**src/rtl/wdrc_pkg.sv**
```systemverilog
// Package for the watchdog and reset control block: map, fields, counts and states
package wdrc_pkg;

    // Register bus geometry
    localparam int ADDR_W = 8;
    localparam int DATA_W = 8;

    // Register offsets
    localparam logic [7:0] ADDR_CAUSE = 8'h00;
    localparam logic [7:0] ADDR_OPT1  = 8'h01;
    localparam logic [7:0] ADDR_OPT2  = 8'h02;
    localparam logic [7:0] ADDR_STAT  = 8'h03;
    localparam logic [7:0] ADDR_CNT0  = 8'h04;
    localparam logic [7:0] ADDR_CNT1  = 8'h05;
    localparam logic [7:0] ADDR_CNT2  = 8'h06;

    // Service keys
    localparam logic [7:0] KEY_FIRST  = 8'h55;
    localparam logic [7:0] KEY_SECOND = 8'hAA;

    // Option register fields and reset values
    localparam int         OPT1_TSEL_LO = 6;
    localparam int         OPT1_TSEL_HI = 7;
    localparam logic [7:0] OPT1_MASK    = 8'hC0;
    localparam logic [7:0] OPT1_RST     = 8'hC0;
    localparam int         OPT2_CLKSEL  = 7;
    localparam int         OPT2_WIN     = 6;
    localparam logic [7:0] OPT2_MASK    = 8'hC0;
    localparam logic [7:0] OPT2_RST     = 8'h00;
    localparam logic [1:0] TSEL_OFF     = 2'h0;
    localparam logic [1:0] TSEL_SHORT   = 2'h1;
    localparam logic [1:0] TSEL_MID     = 2'h2;
    localparam logic [1:0] TSEL_LONG    = 2'h3;

    // Reset cause flag positions
    localparam int         NUM_SOURCES  = 8;
    localparam int         CAUSE_POR    = 7;
    localparam int         CAUSE_PIN    = 6;
    localparam int         CAUSE_WDOG   = 5;
    localparam int         CAUSE_ILLEGAL_OPCODE_RESET_SOURCE   = 4;
    localparam int         CAUSE_ILLEGAL_ADDRESS_RESET_SOURCE   = 3;
    localparam int         CAUSE_LOC    = 2;
    localparam int         CAUSE_LVD    = 1;
    localparam logic [7:0] CAUSE_RST    = 8'h00;
    localparam logic [7:0] POR_MASK     = 8'h80;
    localparam logic [7:0] PIN_MASK     = 8'h40;

    // Status register bit positions
    localparam int STAT_EN     = 0;
    localparam int STAT_BUSCLK = 1;
    localparam int STAT_WMODE  = 2;
    localparam int STAT_WOPEN  = 3;
    localparam int STAT_ARMED  = 4;
    localparam int STAT_LOCK1  = 5;
    localparam int STAT_LOCK2  = 6;

    // Reset pin timing in bus cycles
    localparam int         SEQ_CNT_W        = 7;
    localparam logic [6:0] PIN_DRIVE_CYCLES = 7'h42;
    localparam logic [6:0] PIN_SETTLE_CYCLES = 7'h26;

    // Watchdog counter and timeouts in watchdog clock cycles
    localparam int          WD_CNT_W      = 20;
    localparam logic [19:0] WD_K_LONG     = 20'h0_0400;
    localparam logic [19:0] WD_K_SHORT    = 20'h0_0020;
    localparam logic [19:0] WD_K_MID      = 20'h0_0100;
    localparam logic [19:0] WD_B_SHORT    = 20'h0_2000;
    localparam logic [19:0] WD_B_MID      = 20'h1_0000;
    localparam logic [19:0] WD_B_LONG     = 20'h4_0000;

    // Internal slow clock derived from the system clock
    localparam int CLK_HZ  = 50_000_000;
    localparam int SLOW_HZ = 1_000;
    localparam int DIV_W   = 16;
    localparam int SLOW_DIV = CLK_HZ / SLOW_HZ;

    // Reset sequencer states
    typedef enum logic [1:0] {
        SEQ_RUN    = 2'b00,
        SEQ_DRIVE  = 2'b01,
        SEQ_SETTLE = 2'b10,
        SEQ_HOLD   = 2'b11
    } wdrc_seq_t;

    // Service key states
    typedef enum logic [0:0] {
        KEY_IDLE  = 1'b0,
        KEY_ARMED = 1'b1
    } wdrc_key_t;

endpackage : wdrc_pkg

```
**src/rtl/wdrc_top.sv**
```systemverilog
// Watchdog and system reset control: registers, keys, causes and timeouts
`timescale 1ns/1ps
module wdrc_top
    import wdrc_pkg::*;
#(
    parameter int unsigned         SLOW_DIV_P  = SLOW_DIV,
    parameter logic [WD_CNT_W-1:0] K_SHORT_P   = WD_K_SHORT,
    parameter logic [WD_CNT_W-1:0] K_MID_P     = WD_K_MID,
    parameter logic [WD_CNT_W-1:0] B_SHORT_P   = WD_B_SHORT,
    parameter logic [WD_CNT_W-1:0] B_MID_P     = WD_B_MID,
    parameter logic [WD_CNT_W-1:0] B_LONG_P    = WD_B_LONG
)
(
    // Clock and reset
    input  wire logic              clk_sys_in,
    input  wire logic              rstn_in,
    // Register port
    input  wire logic [ADDR_W-1:0] reg_addr_in,
    input  wire logic [DATA_W-1:0] reg_wdata_in,
    input  wire logic              reg_wr_in,
    input  wire logic              reg_rd_in,
    output logic      [DATA_W-1:0] reg_rdata_out,
    // Reset sources
    input  wire logic              illegal_opcode_reset_source_req_in,
    input  wire logic              illegal_address_reset_source_req_in,
    input  wire logic              lvd_req_in,
    input  wire logic              loc_req_in,
    input  wire logic              debugger_forced_reset_req_in,
    // Operating modes
    input  wire logic              debug_mode_in,
    input  wire logic              stop_mode_in,
    // Reset pin
    input  wire logic              reset_pin_in,
    output logic                   reset_pin_out,
    output logic                   reset_pin_oe_out,
    // System reset
    output logic                   sys_reset_out
);

    // Sequencer signals
    logic                  in_reset;
    logic                  seq_sample;
    logic                  seq_pin_low;
    logic                  reset_req;

    // Option registers and locks
    logic [DATA_W-1:0]     opt1_q;
    logic [DATA_W-1:0]     opt2_q;
    logic                  lock1_q;
    logic                  lock2_q;
    logic [1:0]            tsel;
    logic                  bus_clk_sel;
    logic                  win_en;

    // Cause tracking
    logic [NUM_SOURCES-1:0] src_vec;
    logic [NUM_SOURCES-1:0] pending_q;
    logic [NUM_SOURCES-1:0] cause_q;

    // Service keys
    wdrc_key_t             key_q;
    logic                  wr_cause;
    logic                  wr_opt1_first;
    logic                  wr_opt2_first;
    logic                  key_bad;
    logic                  win_early;
    logic                  service;

    // Watchdog
    logic [DIV_W-1:0]      div_q;
    logic                  slow_tick;
    logic                  halt_mode;
    logic                  wd_enabled;
    logic                  wd_clear;
    logic                  wd_count_en;
    logic                  wd_timeout;
    logic [WD_CNT_W-1:0]   wd_limit;
    logic [WD_CNT_W-1:0]   wd_count;
    logic [WD_CNT_W-1:0]   win_start;
    logic                  win_mode;
    logic                  win_open;

    // Read path
    logic [DATA_W-1:0]     rdata_d;
    logic [DATA_W-1:0]     rdata_q;
    logic [DATA_W-1:0]     stat_vec;

    // Reset pin sequencer
    wdrc_seq u_seq (
        .clk_sys_in   (clk_sys_in),
        .rstn_in      (rstn_in),
        .req_in       (reset_req),
        .pin_level_in (reset_pin_in),
        .pin_oe_out   (reset_pin_oe_out),
        .in_reset_out (in_reset),
        .sample_out   (seq_sample),
        .pin_low_out  (seq_pin_low)
    );

    assign reset_pin_out = 1'b0;
    assign sys_reset_out = in_reset;

    // Option fields
    assign tsel        = opt1_q[OPT1_TSEL_HI:OPT1_TSEL_LO];
    assign bus_clk_sel = opt2_q[OPT2_CLKSEL];
    assign win_en      = opt2_q[OPT2_WIN];
    assign wd_enabled  = (tsel != TSEL_OFF);

    // Bus write decode; bus writes are ignored while the system is in reset, reads are still served
    assign wr_cause      = reg_wr_in && !in_reset && (reg_addr_in == ADDR_CAUSE);
    assign wr_opt1_first = reg_wr_in && !in_reset && (reg_addr_in == ADDR_OPT1) && !lock1_q;
    assign wr_opt2_first = reg_wr_in && !in_reset && (reg_addr_in == ADDR_OPT2) && !lock2_q;

    // Write-once option registers, back to defaults on every system reset
    always_ff @(posedge clk_sys_in)
    begin
        if (!rstn_in || in_reset)
        begin
            opt1_q  <= OPT1_RST;
            lock1_q <= 1'b0;
        end
        else if (wr_opt1_first)
        begin
            opt1_q  <= reg_wdata_in & OPT1_MASK;
            lock1_q <= 1'b1;
        end
    end

    always_ff @(posedge clk_sys_in)
    begin
        if (!rstn_in || in_reset)
        begin
            opt2_q  <= OPT2_RST;
            lock2_q <= 1'b0;
        end
        else if (wr_opt2_first)
        begin
            opt2_q  <= reg_wdata_in & OPT2_MASK;
            lock2_q <= 1'b1;
        end
    end

    // Timeout length for the selected clock and select code
    always_comb
    begin
        wd_limit = WD_K_LONG;
        if (bus_clk_sel)
        begin
            case (tsel)
                TSEL_SHORT: wd_limit = B_SHORT_P;
                TSEL_MID:   wd_limit = B_MID_P;
                TSEL_LONG:  wd_limit = B_LONG_P;
                default:    wd_limit = B_LONG_P;
            endcase
        end
        else
        begin
            case (tsel)
                TSEL_SHORT: wd_limit = K_SHORT_P;
                TSEL_MID:   wd_limit = K_MID_P;
                TSEL_LONG:  wd_limit = WD_K_LONG;
                default:    wd_limit = WD_K_LONG;
            endcase
        end
    end

    // Window opens for the final quarter, only with the bus clock
    assign win_start = wd_limit - (wd_limit >> 2);
    assign win_mode  = bus_clk_sel && win_en && wd_enabled;
    assign win_open  = (wd_count >= win_start);

    // Service key checks
    assign key_bad   = wr_cause && (reg_wdata_in != KEY_FIRST)
                       && (reg_wdata_in != KEY_SECOND);
    assign win_early = wr_cause && !key_bad && win_mode && !win_open;
    assign service   = wr_cause && (reg_wdata_in == KEY_SECOND)
                       && (key_q == KEY_ARMED) && !win_early;

    // Key sequence tracking
    always_ff @(posedge clk_sys_in)
    begin
        if (!rstn_in || in_reset)
            key_q <= KEY_IDLE;
        else if (wr_cause)
        begin
            if (reg_wdata_in == KEY_FIRST)
                key_q <= KEY_ARMED;
            else
                key_q <= KEY_IDLE;
        end
    end

    // Internal slow clock enable from the system clock
    assign slow_tick = (div_q == DIV_W'(SLOW_DIV_P - 1));

    always_ff @(posedge clk_sys_in)
    begin
        if (!rstn_in || slow_tick)
            div_q <= '0;
        else
            div_q <= div_q + 16'h0001;
    end

    // Counter control by clock choice and low-power or debug mode
    assign halt_mode   = debug_mode_in || stop_mode_in;
    assign wd_count_en = bus_clk_sel ? !halt_mode
                                     : (slow_tick && !halt_mode);
    assign wd_clear    = in_reset || wr_opt1_first || wr_opt2_first
                         || service
                         || (!bus_clk_sel && halt_mode);

    wdrc_wdog u_wdog (
        .clk_sys_in  (clk_sys_in),
        .rstn_in     (rstn_in),
        .clear_in    (wd_clear),
        .count_en_in (wd_count_en),
        .enable_in   (wd_enabled),
        .limit_in    (wd_limit),
        .count_out   (wd_count),
        .timeout_out (wd_timeout)
    );

    // Reset sources; the debugger request has no flag of its own
    assign src_vec[CAUSE_POR]  = 1'b0;
    assign src_vec[CAUSE_PIN]  = !reset_pin_in;
    assign src_vec[CAUSE_WDOG] = wd_timeout || key_bad || win_early;
    assign src_vec[CAUSE_ILLEGAL_OPCODE_RESET_SOURCE] = illegal_opcode_reset_source_req_in;
    assign src_vec[CAUSE_ILLEGAL_ADDRESS_RESET_SOURCE] = illegal_address_reset_source_req_in;
    assign src_vec[CAUSE_LOC]  = loc_req_in;
    assign src_vec[CAUSE_LVD]  = lvd_req_in;
    assign src_vec[0]          = 1'b0;

    assign reset_req = !in_reset && ((|src_vec) || debugger_forced_reset_req_in);

    // Capture pending cause as the reset starts
    always_ff @(posedge clk_sys_in)
    begin
        if (!rstn_in)
            pending_q <= POR_MASK;
        else if (reset_req)
            pending_q <= src_vec;
    end

    // Cause register, set only by hardware at the pin sample
    always_ff @(posedge clk_sys_in)
    begin
        if (!rstn_in)
            cause_q <= CAUSE_RST;
        else if (seq_sample)
            cause_q <= seq_pin_low ? PIN_MASK : pending_q;
    end

    // Status vector
    always_comb
    begin
        stat_vec              = '0;
        stat_vec[STAT_EN]     = wd_enabled;
        stat_vec[STAT_BUSCLK] = bus_clk_sel;
        stat_vec[STAT_WMODE]  = win_mode;
        stat_vec[STAT_WOPEN]  = win_mode && win_open;
        stat_vec[STAT_ARMED]  = (key_q == KEY_ARMED);
        stat_vec[STAT_LOCK1]  = lock1_q;
        stat_vec[STAT_LOCK2]  = lock2_q;
    end

    // Read mux, unmapped addresses read zero
    always_comb
    begin
        rdata_d = '0;
        case (reg_addr_in)
            ADDR_CAUSE: rdata_d = cause_q;
            ADDR_OPT1:  rdata_d = opt1_q;
            ADDR_OPT2:  rdata_d = opt2_q;
            ADDR_STAT:  rdata_d = stat_vec;
            ADDR_CNT0:  rdata_d = wd_count[7:0];
            ADDR_CNT1:  rdata_d = wd_count[15:8];
            ADDR_CNT2:  rdata_d = {4'h0, wd_count[19:16]};
            default:    rdata_d = '0;
        endcase
    end

    // Read data one cycle after the strobe, zero otherwise
    always_ff @(posedge clk_sys_in)
    begin
        if (!rstn_in)
            rdata_q <= '0;
        else if (reg_rd_in)
            rdata_q <= rdata_d;
        else
            rdata_q <= '0;
    end

    assign reg_rdata_out = rdata_q;

endmodule : wdrc_top

```
**src/rtl/wdrc_seq.sv**
```systemverilog
// Reset pin sequencer: drives the pin, waits, samples it
`timescale 1ns/1ps
module wdrc_seq
    import wdrc_pkg::*;
(
    // Clock and reset
    input  wire logic clk_sys_in,
    input  wire logic rstn_in,
    // Request and pin level
    input  wire logic req_in,
    input  wire logic pin_level_in,
    // Sequence outputs
    output logic      pin_oe_out,
    output logic      in_reset_out,
    output logic      sample_out,
    output logic      pin_low_out
);

    wdrc_seq_t            state_q;
    logic [SEQ_CNT_W-1:0] cnt_q;
    logic                 drive_last;
    logic                 settle_last;

    assign drive_last  = (cnt_q == PIN_DRIVE_CYCLES - 7'h01);
    assign settle_last = (cnt_q == PIN_SETTLE_CYCLES - 7'h01);

    // State and cycle counter
    always_ff @(posedge clk_sys_in)
    begin
        if (!rstn_in)
        begin
            state_q <= SEQ_DRIVE;
            cnt_q   <= '0;
        end
        else
        begin
            case (state_q)
                SEQ_RUN:
                begin
                    cnt_q <= '0;
                    if (req_in)
                        state_q <= SEQ_DRIVE;
                end
                SEQ_DRIVE:
                begin
                    if (drive_last)
                    begin
                        state_q <= SEQ_SETTLE;
                        cnt_q   <= '0;
                    end
                    else
                        cnt_q <= cnt_q + 7'h01;
                end
                SEQ_SETTLE:
                begin
                    if (settle_last)
                    begin
                        state_q <= pin_level_in ? SEQ_RUN : SEQ_HOLD;
                        cnt_q   <= '0;
                    end
                    else
                        cnt_q <= cnt_q + 7'h01;
                end
                SEQ_HOLD:
                begin
                    if (pin_level_in)
                        state_q <= SEQ_RUN;
                end
                default:
                begin
                    state_q <= SEQ_DRIVE;
                    cnt_q   <= '0;
                end
            endcase
        end
    end

    assign pin_oe_out   = (state_q == SEQ_DRIVE);
    assign in_reset_out = (state_q != SEQ_RUN);
    assign sample_out   = (state_q == SEQ_SETTLE) && settle_last;
    assign pin_low_out  = !pin_level_in;

endmodule : wdrc_seq

```
**src/rtl/wdrc_wdog.sv**
```systemverilog
// Watchdog counter with clear, count enable and timeout limit
`timescale 1ns/1ps
module wdrc_wdog
    import wdrc_pkg::*;
(
    // Clock and reset
    input  wire logic                clk_sys_in,
    input  wire logic                rstn_in,
    // Control
    input  wire logic                clear_in,
    input  wire logic                count_en_in,
    input  wire logic                enable_in,
    input  wire logic [WD_CNT_W-1:0] limit_in,
    // State
    output logic      [WD_CNT_W-1:0] count_out,
    output logic                     timeout_out
);

    logic [WD_CNT_W-1:0] count_q;
    logic                at_limit;

    assign at_limit    = (count_q == limit_in - 20'h0_0001);
    assign timeout_out = enable_in && count_en_in && at_limit && !clear_in;
    assign count_out   = count_q;

    // Counter
    always_ff @(posedge clk_sys_in)
    begin
        if (!rstn_in || clear_in)
            count_q <= '0;
        else if (enable_in && count_en_in)
            count_q <= at_limit ? '0 : count_q + 20'h0_0001;
    end

endmodule : wdrc_wdog

```
**config.mk**
```make
export PLATFORM = sky130hd
export DESIGN_NAME = wdrc_top
export DESIGN_NICKNAME = d
export VERILOG_FILES = /design/src/rtl/wdrc_pkg.sv /design/src/rtl/wdrc_top.sv /design/src/rtl/wdrc_seq.sv /design/src/rtl/wdrc_wdog.sv
export SDC_FILE = /design/constraint.sdc
export NUM_CORES = 1
export LEC_CHECK = 0
export CAP_MARGIN = 15
export CORE_ASPECT_RATIO = 1.1
export CORE_UTILIZATION = 30
export CTS_BUF_LIST = sky130_fd_sc_hd__clkbuf_4
export DETAILED_ROUTE_END_ITERATION = 10
export DONT_BUFFER_PORTS = 1
export GPL_ROUTABILITY_DRIVEN = 0
export HOLD_SLACK_MARGIN = 0.15
export PLACE_DENSITY = 0.53
export SLEW_MARGIN = 10
export SYNTH_ARGS = -nofsm -noshare
export SYNTH_HDL_FRONTEND = slang
export SYNTH_SLANG_ARGS = --single-unit
export TNS_END_PERCENT = 20
```
**constraint.sdc**
```tcl
create_clock -name clk_sys_in -period 4.3 [get_ports clk_sys_in]
set_input_delay 0.86 -clock clk_sys_in [delete_from_list [all_inputs] [get_ports clk_sys_in]]
set_output_delay 0.86 -clock clk_sys_in [all_outputs]
set_load 0.005 [all_outputs]
```
# Yosys cells after proc, flatten, opt, wreduce, memory -nomap -nowiden
# Cells that the tools add are included.
[word_totals]
regBits = 75
latchBits = 0
mem_bits_rw = 0
romBits = 0
in_bits = 28
memories = 0
[op_classes]
add_sub_neg = 5
n_mul = 0
div_mod_pow = 0
n_lt_le_gt_ge = 1
eq_ne = 23
n_shift = 0
n_mux = 17
bitwise_logic = 0
reduce_logical = 54
[ops]
columns = ["operator", "count"]
rows = [
  ["$pmux 8 s7", 1],
  ["$mux 20", 2],
  ["$pmux 19 s2", 1],
  ["$eq 8x3->1 const B", 3],
  ["$logic_and 1x1->1", 24],
  ["$pmux 11 s2", 1],
  ["$pmux 7 s3", 1],
  ["$add 20x1->20 const B", 1],
  ["$eq 20x20->1", 1],
  ["$ge 20x20->1", 1],
  ["$sub 20x1->20 const B", 1],
  ["$sub 20x18->20", 1],
  ["$add 16x1->16 const B", 1],
  ["$eq 16x16->1 const B", 1],
  ["$eq 8x2->1 const B", 2],
  ["$mux 7", 2],
  ["$logic_not 1->1", 11],
  ["$logic_or 1x1->1", 11],
  ["$mux 2", 5],
  ["$eq 8x1->1 const B", 1],
  ["$eq 8x7->1 const B", 1],
  ["$eq 8x8->1 const B", 1],
  ["$logic_not 8->1", 1],
  ["$mux 8", 1],
  ["other kinds (17)", 24],
]

# Logic depth before layout (Yosys ltp)
# Gate-level depths: netlist (run 1).
[depth]
word_depth = 23
depth_mapped = 15
mapped_depth_nobuf = 12

# Cells and area by module
# From an unflattened synthesis (run 1), not the netlist that was laid out.
[hier_totals]
cells_unflattened = 591
hier_area_um2 = 4853.4
[modules_own_cells]
columns = ["module", "instances", "cells_per_inst", "area_each_um2"]
rows = [
  ["wdrc_top", 1, 307, 2573.7],
  ["wdrc_wdog", 1, 214, 1682.9],
  ["wdrc_seq", 1, 70, 596.8],
]

# Worst setup path after synthesis (run 1)
# Ideal clock, no wire load.
[synth_path]
path_kind = "flip-flop to flip-flop"
start = "register opt1_q[6]"
end = "register u_wdog.count_q[3], in the netlist u_wdog.count_out[3]"
setup_time_ns = 0.115
arrival_ns = 2.668
setup_slack_ns = 1.518
stages_incl_launch_ff = 14
path_buffers = 2
path_cell_list = "dfxtp_1 > inv_1 > ha_1 > or2_2 > ha_1 > and4b_1 > o221ai_1 > and3_1 > o211a_1 > o211ai_1 > nand2b_1 > buf_4 > buf_6 > nor2_1"
[synth_via]
elab_chain_cells = 12
[synth_lines]
columns = ["element", "line", "rtl"]
rows = [
  ["start, declared", "wdrc_top.sv:47", "logic [DATA_W-1:0] opt1_q;"],
  ["start signal, assigned", "wdrc_top.sv:124", "opt1_q <= reg_wdata_in & OPT1_MASK;"],
  ["$eq 2x2->1 or $eq 2x1->1 (tied branches)", "wdrc_top.sv:149, wdrc_top.sv:158", ""],
  ["$pmux 11 s2 or $pmux 19 s2 (tied branches)", "wdrc_top.sv:158, wdrc_top.sv:149", ""],
  ["$mux 20", "wdrc_top.sv:147", "if (bus_clk_sel)"],
  ["$sub 20x18->20", "wdrc_top.sv:168", "assign win_start = wd_limit - (wd_limit >> 2);"],
  ["$ge 20x20->1", "wdrc_top.sv:170", "assign win_open = (wd_count >= win_start);"],
  ["$logic_not 1->1", "wdrc_top.sv:175", "assign win_early = wr_cause && !key_bad && win_mode && !win_open;"],
  ["$logic_and 1x1->1", "wdrc_top.sv:175", ""],
  ["$logic_not 1->1", "wdrc_top.sv:177", "&& (key_q == KEY_ARMED) && !win_early;"],
  ["$logic_and 1x1->1", "wdrc_top.sv:177", ""],
  ["$logic_or 1x1->1", "wdrc_top.sv:209", "|| service"],
  ["$logic_or 1x1->1", "wdrc_top.sv:210", "|| (!bus_clk_sel && halt_mode);"],
  ["$logic_or 1x1->1", "wdrc_wdog.sv:29", "if (!rstn_in || clear_in)"],
  ["end signal, assigned", "wdrc_wdog.sv:32", "count_q <= at_limit ? '0 : count_q + 20'h0_0001;"],
  ["end, declared", "wdrc_wdog.sv:19", "logic [WD_CNT_W-1:0] count_q;"],
]
# Several ways; a longest one is shown, not always the timed one.
# A chain may end at the register's enable or synchronous reset.

# Worst setup path after layout (run 1)
[layout_path]
start = "register opt1_q[6]"
end = "register u_wdog.count_q[7], in the netlist u_wdog.count_out[7]"
# Same word-level chain as after synthesis.

==> summary.txt, run 1 <==
Run status
  – Run status: complete, no violations

STA
  – Minimum period implied by the final worst setup slack: 3420 ps
  – Setup repair after global routing missed its margin: false
  – Sum of negative setup slack: 0 ps
  – Worst Setup Slack, final: 880 ps
  – Share of the cycle needed by the critical path after routing: 0.795
  – Max-Slew Margin vs Limit: 0.483
  – Worst Tran Pin Value: 774 ps
  – Max Clock Skew: 18.5 ps
  – Achievable frequency: 0.292 GHz
  – Final setup violation count: 0
  – Number of failing hold endpoints at the final stage: 0
  – Fin. max-slew vios: 0

Place
  – PortBufs: 0
  – Post-DP HPWL: 8320 um
  – Post-Place Setup Slack: 886 ps

Clock network
  – Setup repair bufs after CTS: 0
  – Clock root cell: clkbuf_4
  – TritonCTS clock tree: done
  – Number of gates resized after cts: 0
  – Number of H-tree branching levels: 3
  – Number of clock sinks seen by CTS: 74
  – Maximum clock path buffer count: 2
  – Clk Latency, worst-skew pair: 450 ps
  – Hold-fix buffers at CTS: 0
  – Number of buffers added by the clock tree synthesis step: 9
  – Reg clk slew, reported paths: 120 ps

Die
  – Core area: 14,400 um2
  – Count of standard-cell rows: 46
  – Die span in y: 129 um
  – Number of top-level pins: 39
  – Horizontal extent of the die: 117 um
  – Starting density of the core: 0.306
  – Area of the die: 15,100 um2

Logic synthesis
  – Post-synth top area cell: dfxtp_1
  – Syn Nets: 575
  – Number of standard cells after synthesis: 520
  – Most used DFF post-synth: dfxtp_1
  – Ranking of synthesized cells by area: dfxtp_1, ha_1, nor2_1, xor2_1, nand2_1
  – Area of the mapped netlist: 4400 um2
  – Yosys top cell area share: 0.337
  – Synthesis warning total: 0
  – EDFF count, synth: 0
  – Part of the Yosys area used for sequential elements: 0.337
  – Number of different library cells in the post-synthesis netlist: 68
  – Post-synthesis area per instance: 8.46 um2
  – Fraction of registers with async set/reset: 0
  – Flop and latch count out of synthesis: 74

Critical path
  – Nature of the critical path endpoint: flop
  – Start-to-end type of the worst setup path: reg -> reg
  – Required arrival time at the worst endpoint: 4600 ps
  – Crit path arrival time: 3720 ps
  – Crit Path Max Fanout: 18
  – CP startpoint kind: flop

Run
  – Count of maximum capacitance violations: 0

Pwr
  – Clock share of power: 0.336
  – Switching power: 446 uW
  – Post-route total power: 1510 uW
  – Share of total power in sequential cells: 0.495
  – Power density over the cells: 321 nW/um2
  – Worst VDD drop: 0.202 mV
  – Part of the total power dissipated in combinational logic: 0.169
  – Sw frac: 0.296
  – Internal portion of total power: 1060 uW
  – Static Leak: 0.00165 uW

Layout
  – Number of nets in the layout: 563
  – Area growth syn-to-layout: 6.57%
  – Fraction of final layout cells with drive strength greater than 1: 0.0682
  – Register area: 1480 um2
  – Multi-input logic area: 2710 um2
  – Total inserted antenna cells: 0
  – Number of fill cells: 1,583

Global routing
  – Pin count of the biggest net entering global routing: 22
  – Total overflow reported by the global router: 0
  – Via count of the first global-routing pass: 3,539
  – Initial antenna violation count: 0
  – GRT Total Usage: 0.149
  – Wire length of the first global-routing pass: 17,800 um

Detailed routing
  – Wirelength, routed: 10,700 um
  – First-pass iteration count of the detailed router: 5
  – Number of nets with antenna violations after routing: 0
  – First DRT Iteration DRCs: 236
  – Wire length per cell after detailed routing: 15.1 um
  – Post-detailed-route via-to-cell ratio: 5.20
  – Residual DRC: 0
  – Number of vias in the routed layout: 3,669

Min path
  – Worst hold path type: reg -> reg
==> power by group through the flow <==
stage | Sequential [uW] | Clock, uW | Combinational, uW
floorplan | 754 | 0 | 217
global placement | 760 | 0 | 254
detailed placement | 762 | 0 | 259
CTS | 747 | 528 | 261
global route | 753 | 557 | 298
finish | 746 | 506 | 255
==> cell type report <==
| type | count | area share |
|---|---|---|
| multi-input combinational | 400 | 0.578 |
| sequential | 74 | 0.316 |
| tap | 192 | 0.0513 |
| clock inverter | 6 | 0.0192 |
| inverter | 22 | 0.0176 |
| clock buffer | 10 | 0.0160 |
| timing repair buffer | 1 | 0.00160 |
==> sequential cells by signal (all words and copies together) (netlist names) <==
register	flops
u_seq.cnt_q	7
opt2_q	2
div_q	16
opt1_q	2
lock2_q	1
u_wdog.count_out	20
cause_q	7
pending_q	7
u_seq.state_q	2
reg_rdata_out	8
key_q	1
lock1_q	1
==> per-stage QoR <==
stage	instance area, um2	utilization	hold WS, ps	std cells
after floorplan	4400	-	413	520
after global placement	4520	0.314	429	689
after detailed placement	4520	0.314	436	689
after CTS	4690	0.326	434	705
after global routing	4690	0.326	445	705
final	4690	0.326	460	705
==> cell usage in the layout, fill, tap and decap left out, drive strengths merged, types with 6 or more instances in the layout <==
| cell type | count |
|---|---|
| a21oi | 26 |
| nand3 | 28 |
| nand2b | 8 |
| xnor2 | 19 |
| a22oi | 9 |
| ha | 27 |
| and4 | 6 |
| nand2 | 48 |
| o21ai | 14 |
| nand4 | 15 |
| inv | 23 |
| mux2i | 9 |
| clkbuf | 10 |
| and2 | 6 |
| and3 | 13 |
| dfxtp | 74 |
| nor2 | 73 |
| xor2 | 27 |
| nor3 | 7 |
==> routing by layer <==
metal / vias to the layer above / track usage / share of wire
met2: 124 / 0.235 / 0.45
met4: 0 / 0.0649 / 0.021
li1: 1799 / - / -
met5: - / 0 / 0
met3: 24 / 0.0457 / 0.075
met1: 1722 / 0.188 / 0.45
==> cells by family after synthesis <==
family	share of synthesized area
simple gates	0.296
fa+ha+maj	0.0768
mux	0.0256
flops	0.337
xor+xnor	0.0916
buf+inv	0.0470
compound gates	0.126
other cells	0.000853
==> cell usage after synthesis, drive strengths merged, types with 4 or more instances <==
library cell	n
a21oi	26
nand3	28
ha	27
o211ai	4
and3	13
o21ai	14
nand2b	8
and2	6
xnor2	19
nand2	48
xor2	27
a31oi	4
clkbuf	11
nand4	15
nor3b	4
nor4	4
a22oi	9
nor2	73
nor2b	4
buf	13
dfxtp	74
and4	6
or4bb	4
inv	22
mux2i	9
nor3	7
==> critical path, cell delays in order, from the launching register on <==
cell and delay [ps]:
dfxtp_1 400, inv_1 90, ha_1 360, or2_2 310
ha_1 300, and4b_1 240, o221ai_1 120, and3_1 220
o211a_1 210, o211ai_1 280, nand2b_1 640, nor2_1 120
==> worst paths after layout <==
path	startpoint	end	slack [ps]	cells past startpoint
max	opt1_q[6]$_SDFFE_PP1P_	u_wdog.count_out[7]$_SDFFE_PP0P_	880	11
min	cause_q[2]$_SDFFE_PN0P_	cause_q[2]$_SDFFE_PN0P_	460	2
max reg2reg	opt1_q[6]$_SDFFE_PP1P_	u_wdog.count_out[7]$_SDFFE_PP0P_	880	11
min reg2reg	cause_q[2]$_SDFFE_PN0P_	cause_q[2]$_SDFFE_PN0P_	460	2
Note: power is estimated with default switching activity, not from simulation.
==> run 2, diff against run 1 <==
--- a/config.mk
+++ b/config.mk
@@ -5,6 +5,7 @@
 export SDC_FILE = /design/constraint.sdc
 export NUM_CORES = 1
 export LEC_CHECK = 0
+export ABC_AREA = 1
 export CAP_MARGIN = 15
 export CORE_ASPECT_RATIO = 1.1
 export CORE_UTILIZATION = 30
@@ -13,7 +14,7 @@
 export DONT_BUFFER_PORTS = 1
 export GPL_ROUTABILITY_DRIVEN = 0
 export HOLD_SLACK_MARGIN = 0.15
-export PLACE_DENSITY = 0.53
+export PLACE_DENSITY = 0.54
 export SLEW_MARGIN = 10
 export SYNTH_ARGS = -nofsm -noshare
 export SYNTH_HDL_FRONTEND = slang
==> constraint.sdc (replaced) <==
create_clock -name clk_sys_in -period 2.75 [get_ports clk_sys_in]
set_input_delay 0.55 -clock clk_sys_in [delete_from_list [all_inputs] [get_ports clk_sys_in]]
set_output_delay 0.55 -clock clk_sys_in [all_outputs]
set_load 0.005 [all_outputs]
==> summary.txt, run 2 <==
Run status
  – Run status: complete, no violations

Place
  – Post-Place Setup Slack: -4.55 ps
  – Post-DP HPWL: 10,300 um
  – PortBufs: 0
  – Placement Cell Area: 5060 um2

Detailed routing
  – Wirelength, routed: 13,300 um
  – Number of nets with antenna violations after routing: 0
  – Post-detailed-route via-to-cell ratio: 4.92
  – First-pass iteration count of the detailed router: 4
  – Number of vias in the routed layout: 4,531
  – Residual DRC: 0
  – Wire length per cell after detailed routing: 14.5 um
  – First DRT Iteration DRCs: 248

Logic synthesis
  – EDFF count, synth: 0
  – Part of the Yosys area used for sequential elements: 0.311
  – Flop and latch count out of synthesis: 74
  – Number of different library cells in the post-synthesis netlist: 45
  – Most used DFF post-synth: dfxtp_1
  – Number of standard cells after synthesis: 701
  – Most frequent cells after synthesis: nand2_1, inv_1, nor2_1
  – Post-synth top area cell: dfxtp_1
  – Syn Nets: 756
  – Library cell with the highest instance count after synthesis: nand2_1
  – Synthesis warning total: 0
  – Post-synthesis area per instance: 6.80 um2
  – Area of the mapped netlist: 4770 um2
  – Yosys top cell area share: 0.311
  – Ranking of synthesized cells by area: dfxtp_1, nand2_1, inv_1, ha_1, nor2_1
  – Fraction of registers with async set/reset: 0

Clock network
  – Number of H-tree branching levels: 3
  – Reg clk slew, reported paths: 150 ps
  – Clock root cell: clkbuf_4
  – Number of buffers added by the clock tree synthesis step: 9
  – Maximum clock path buffer count: 2
  – Clk Latency, worst-skew pair: 470 ps
  – TritonCTS clock tree: done
  – Number of clock sinks seen by CTS: 74

Critical path
  – Required arrival time at the worst endpoint: 3140 ps
  – Start-to-end type of the worst setup path: reg -> reg
  – Nature of the critical path endpoint: flop
  – Capturing point of the worst reg2reg path: u_wdog.count_out[6]$_SDFFE_PP0P_
  – Register-to-register setup slack: 140 ps
  – Cells along the critical path: buf_4, ha_4, nand2_1, buf_4, ha_1, inv_1, nor2_1, nand2_1, nor2_2, nand3_1, nand2_1, nor2_4, nand2_2, a21oi_4, nand2_4, buf_4, nor3_1
  – Largest stage delay on the critical path: 380 ps
  – Reg2Reg Depth: 17
  – Crit path arrival time: 3000 ps
  – Reg-to-reg critical path startpoint: opt1_q[6]$_SDFFE_PP1P_
  – Standard cell with the maximum stage delay on the critical path: dfxtp_4
  – Crit Path Max Fanout: 5
  – CP startpoint kind: flop

Die
  – Area of the die: 16,400 um2
  – Horizontal extent of the die: 122 um
  – Core area: 15,300 um2
  – Die span in y: 134 um
  – Starting density of the core: 0.312
  – Count of standard-cell rows: 47
  – Number of top-level pins: 39

Global routing
  – Via count of the first global-routing pass: 4,145
  – Wire length of the first global-routing pass: 21,400 um
  – Total overflow reported by the global router: 0
  – GRT Total Usage: 0.170
  – Pin count of the biggest net entering global routing: 17
  – Initial antenna violation count: 0

STA
  – Achievable frequency: 0.383 GHz
  – Worst Tran Pin Value: 864 ps
  – Minimum period implied by the final worst setup slack: 2610 ps
  – Worst Setup Slack, final: 141 ps
  – Final setup violation count: 0
  – Sum of negative setup slack: 0 ps
  – Max Clock Skew: 25.7 ps
  – Number of failing hold endpoints at the final stage: 0
  – Fin. max-slew vios: 0
  – Max-Slew Margin vs Limit: 0.409
  – Share of the cycle needed by the critical path after routing: 0.949

Pwr
  – Static Leak: 0.00201 uW
  – Post-route total power: 2370 uW
  – Power density over the cells: 437 nW/um2
  – Worst VDD drop: 0.391 mV

Layout
  – Most frequent cells in the layout: nand2_1, inv_1, nor2_1
  – Area growth syn-to-layout: 13.7%
  – Number of fill cells: 1,672
  – Final design area excluding fillers: 5420 um2
  – Most common cell after layout, fill and taps aside: nand2_1
  – Total inserted antenna cells: 0
  – Max reg flops: 20
  – Number of nets in the layout: 775
  – Fraction of final layout cells with drive strength greater than 1: 0.135

Run
  – Count of maximum capacitance violations: 0

Min path
  – Start point of the worst hold path: rstn_in
  – Worst Hold Endpoint: pending_q[3]$_SDFFE_PN0P_
  – Worst hold path type: in -> reg
  – Cell count of the worst hold path: 2
run 2: cell count changes in the layout (fill, tap and decap cells not counted), sizes merged, moves of 10 or more:
cell   delta
nand3    +15
xor2     -10
and3     -11
a21oi    +19
nor3     +25
buf      +21
nor2     +24
xnor2    -16
inv      +80
nand2   +106
run 2: layer usage:
| layer | global-route usage | share of wire | vias up |
|---|---|---|---|
| met3 | 0.0323 | 0.042 | 23 |
| met2 | 0.265 | 0.46 | 109 |
| met5 | 0 | 0 | - |
| met4 | 0.0684 | 0.023 | 0 |
| met1 | 0.229 | 0.47 | 2067 |
| li1 | - | - | 2332 |
run 2: critical path: cells and delay by family, from the launching register on:
family / cells / cell delay [ps]
AND/OR/NAND/NOR: 10 / 990
buffers and inverters: 4 / 510
adder cells (fa/ha/maj): 2 / 410
flip-flops: 1 / 380
AO/OA/AOI/OAI: 1 / 250
run 2: final cells by class:
type                    count  area (um2)  area share
multi-input cells         509        2960       0.547
flip-flops and latches     74        1490       0.274
inverters                 101         379      0.0700
well taps                 196         245      0.0453
repair buffers             25         195      0.0360
clock inverters             7        83.8      0.0155
clock buffers               9        67.6      0.0125
run 2: how the worst max path moves through the flow:
stage	from	endpoint	slack, ps	cells past startpoint
2_1_floorplan	opt1_q[6]$_SDFFE_PP1P_	pending_q[4]$_SDFFE_PN0P_	270	20
3_3_place_gp	opt1_q[6]$_SDFFE_PP1P_	pending_q[3]$_SDFFE_PN0P_	-2	17
3_5_place_dp	opt1_q[7]$_SDFFE_PP1P_	pending_q[1]$_SDFFE_PN0P_	-5	17
4_1_cts	opt1_q[6]$_SDFFE_PP1P_	u_wdog.count_out[9]$_SDFFE_PP0P_	50	18
5_1_grt	opt1_q[7]$_SDFFE_PP1P_	u_seq.state_q[1]$_SDFFE_PN0P_	-30	19
6_report	opt1_q[6]$_SDFFE_PP1P_	u_wdog.count_out[6]$_SDFFE_PP0P_	140	17
run 2: what timing repair did:
| item | in CTS | in global routing |
|---|---|---|
| gates resized for setup | 3 | 28 |
| gates cloned | 0 | 0 |
| buffers inserted | 0 | 3 |
| hold buffers | 2 | 1 |
| endpoints found under the hold margin | 2 | 2 |
| pin swaps | 0 | 4 |
| setup endpoints to repair | 6 | 26 |
run 2: cell families (layout without fill, tap and decap cells):
family	after synthesis	count (layout)	synth area share
AOI/OAI and AO/OA	85	85	0.108
and+or+nand+nor	376	376	0.373
xor gates and xnor gates	20	20	0.0368
buffers and inverters	118	142	0.0998
DFF	74	74	0.311
adders and majority gates	27	27	0.0709
other	1	1	0.000787
run 2: through the flow:
step	instances	utilization	hold slack, ps
floorplan	701	-	418
global placement	899	0.331	433
detailed placement	899	0.331	446
CTS	917	0.343	151
global route	921	0.354	157
finish	921	0.354	182
run 2: report_power, final:
part           internal, uW  switching [uW]
Sequential             1140            47.4
Combinational           154             265
Clock                   294             471
Total                  1580             783
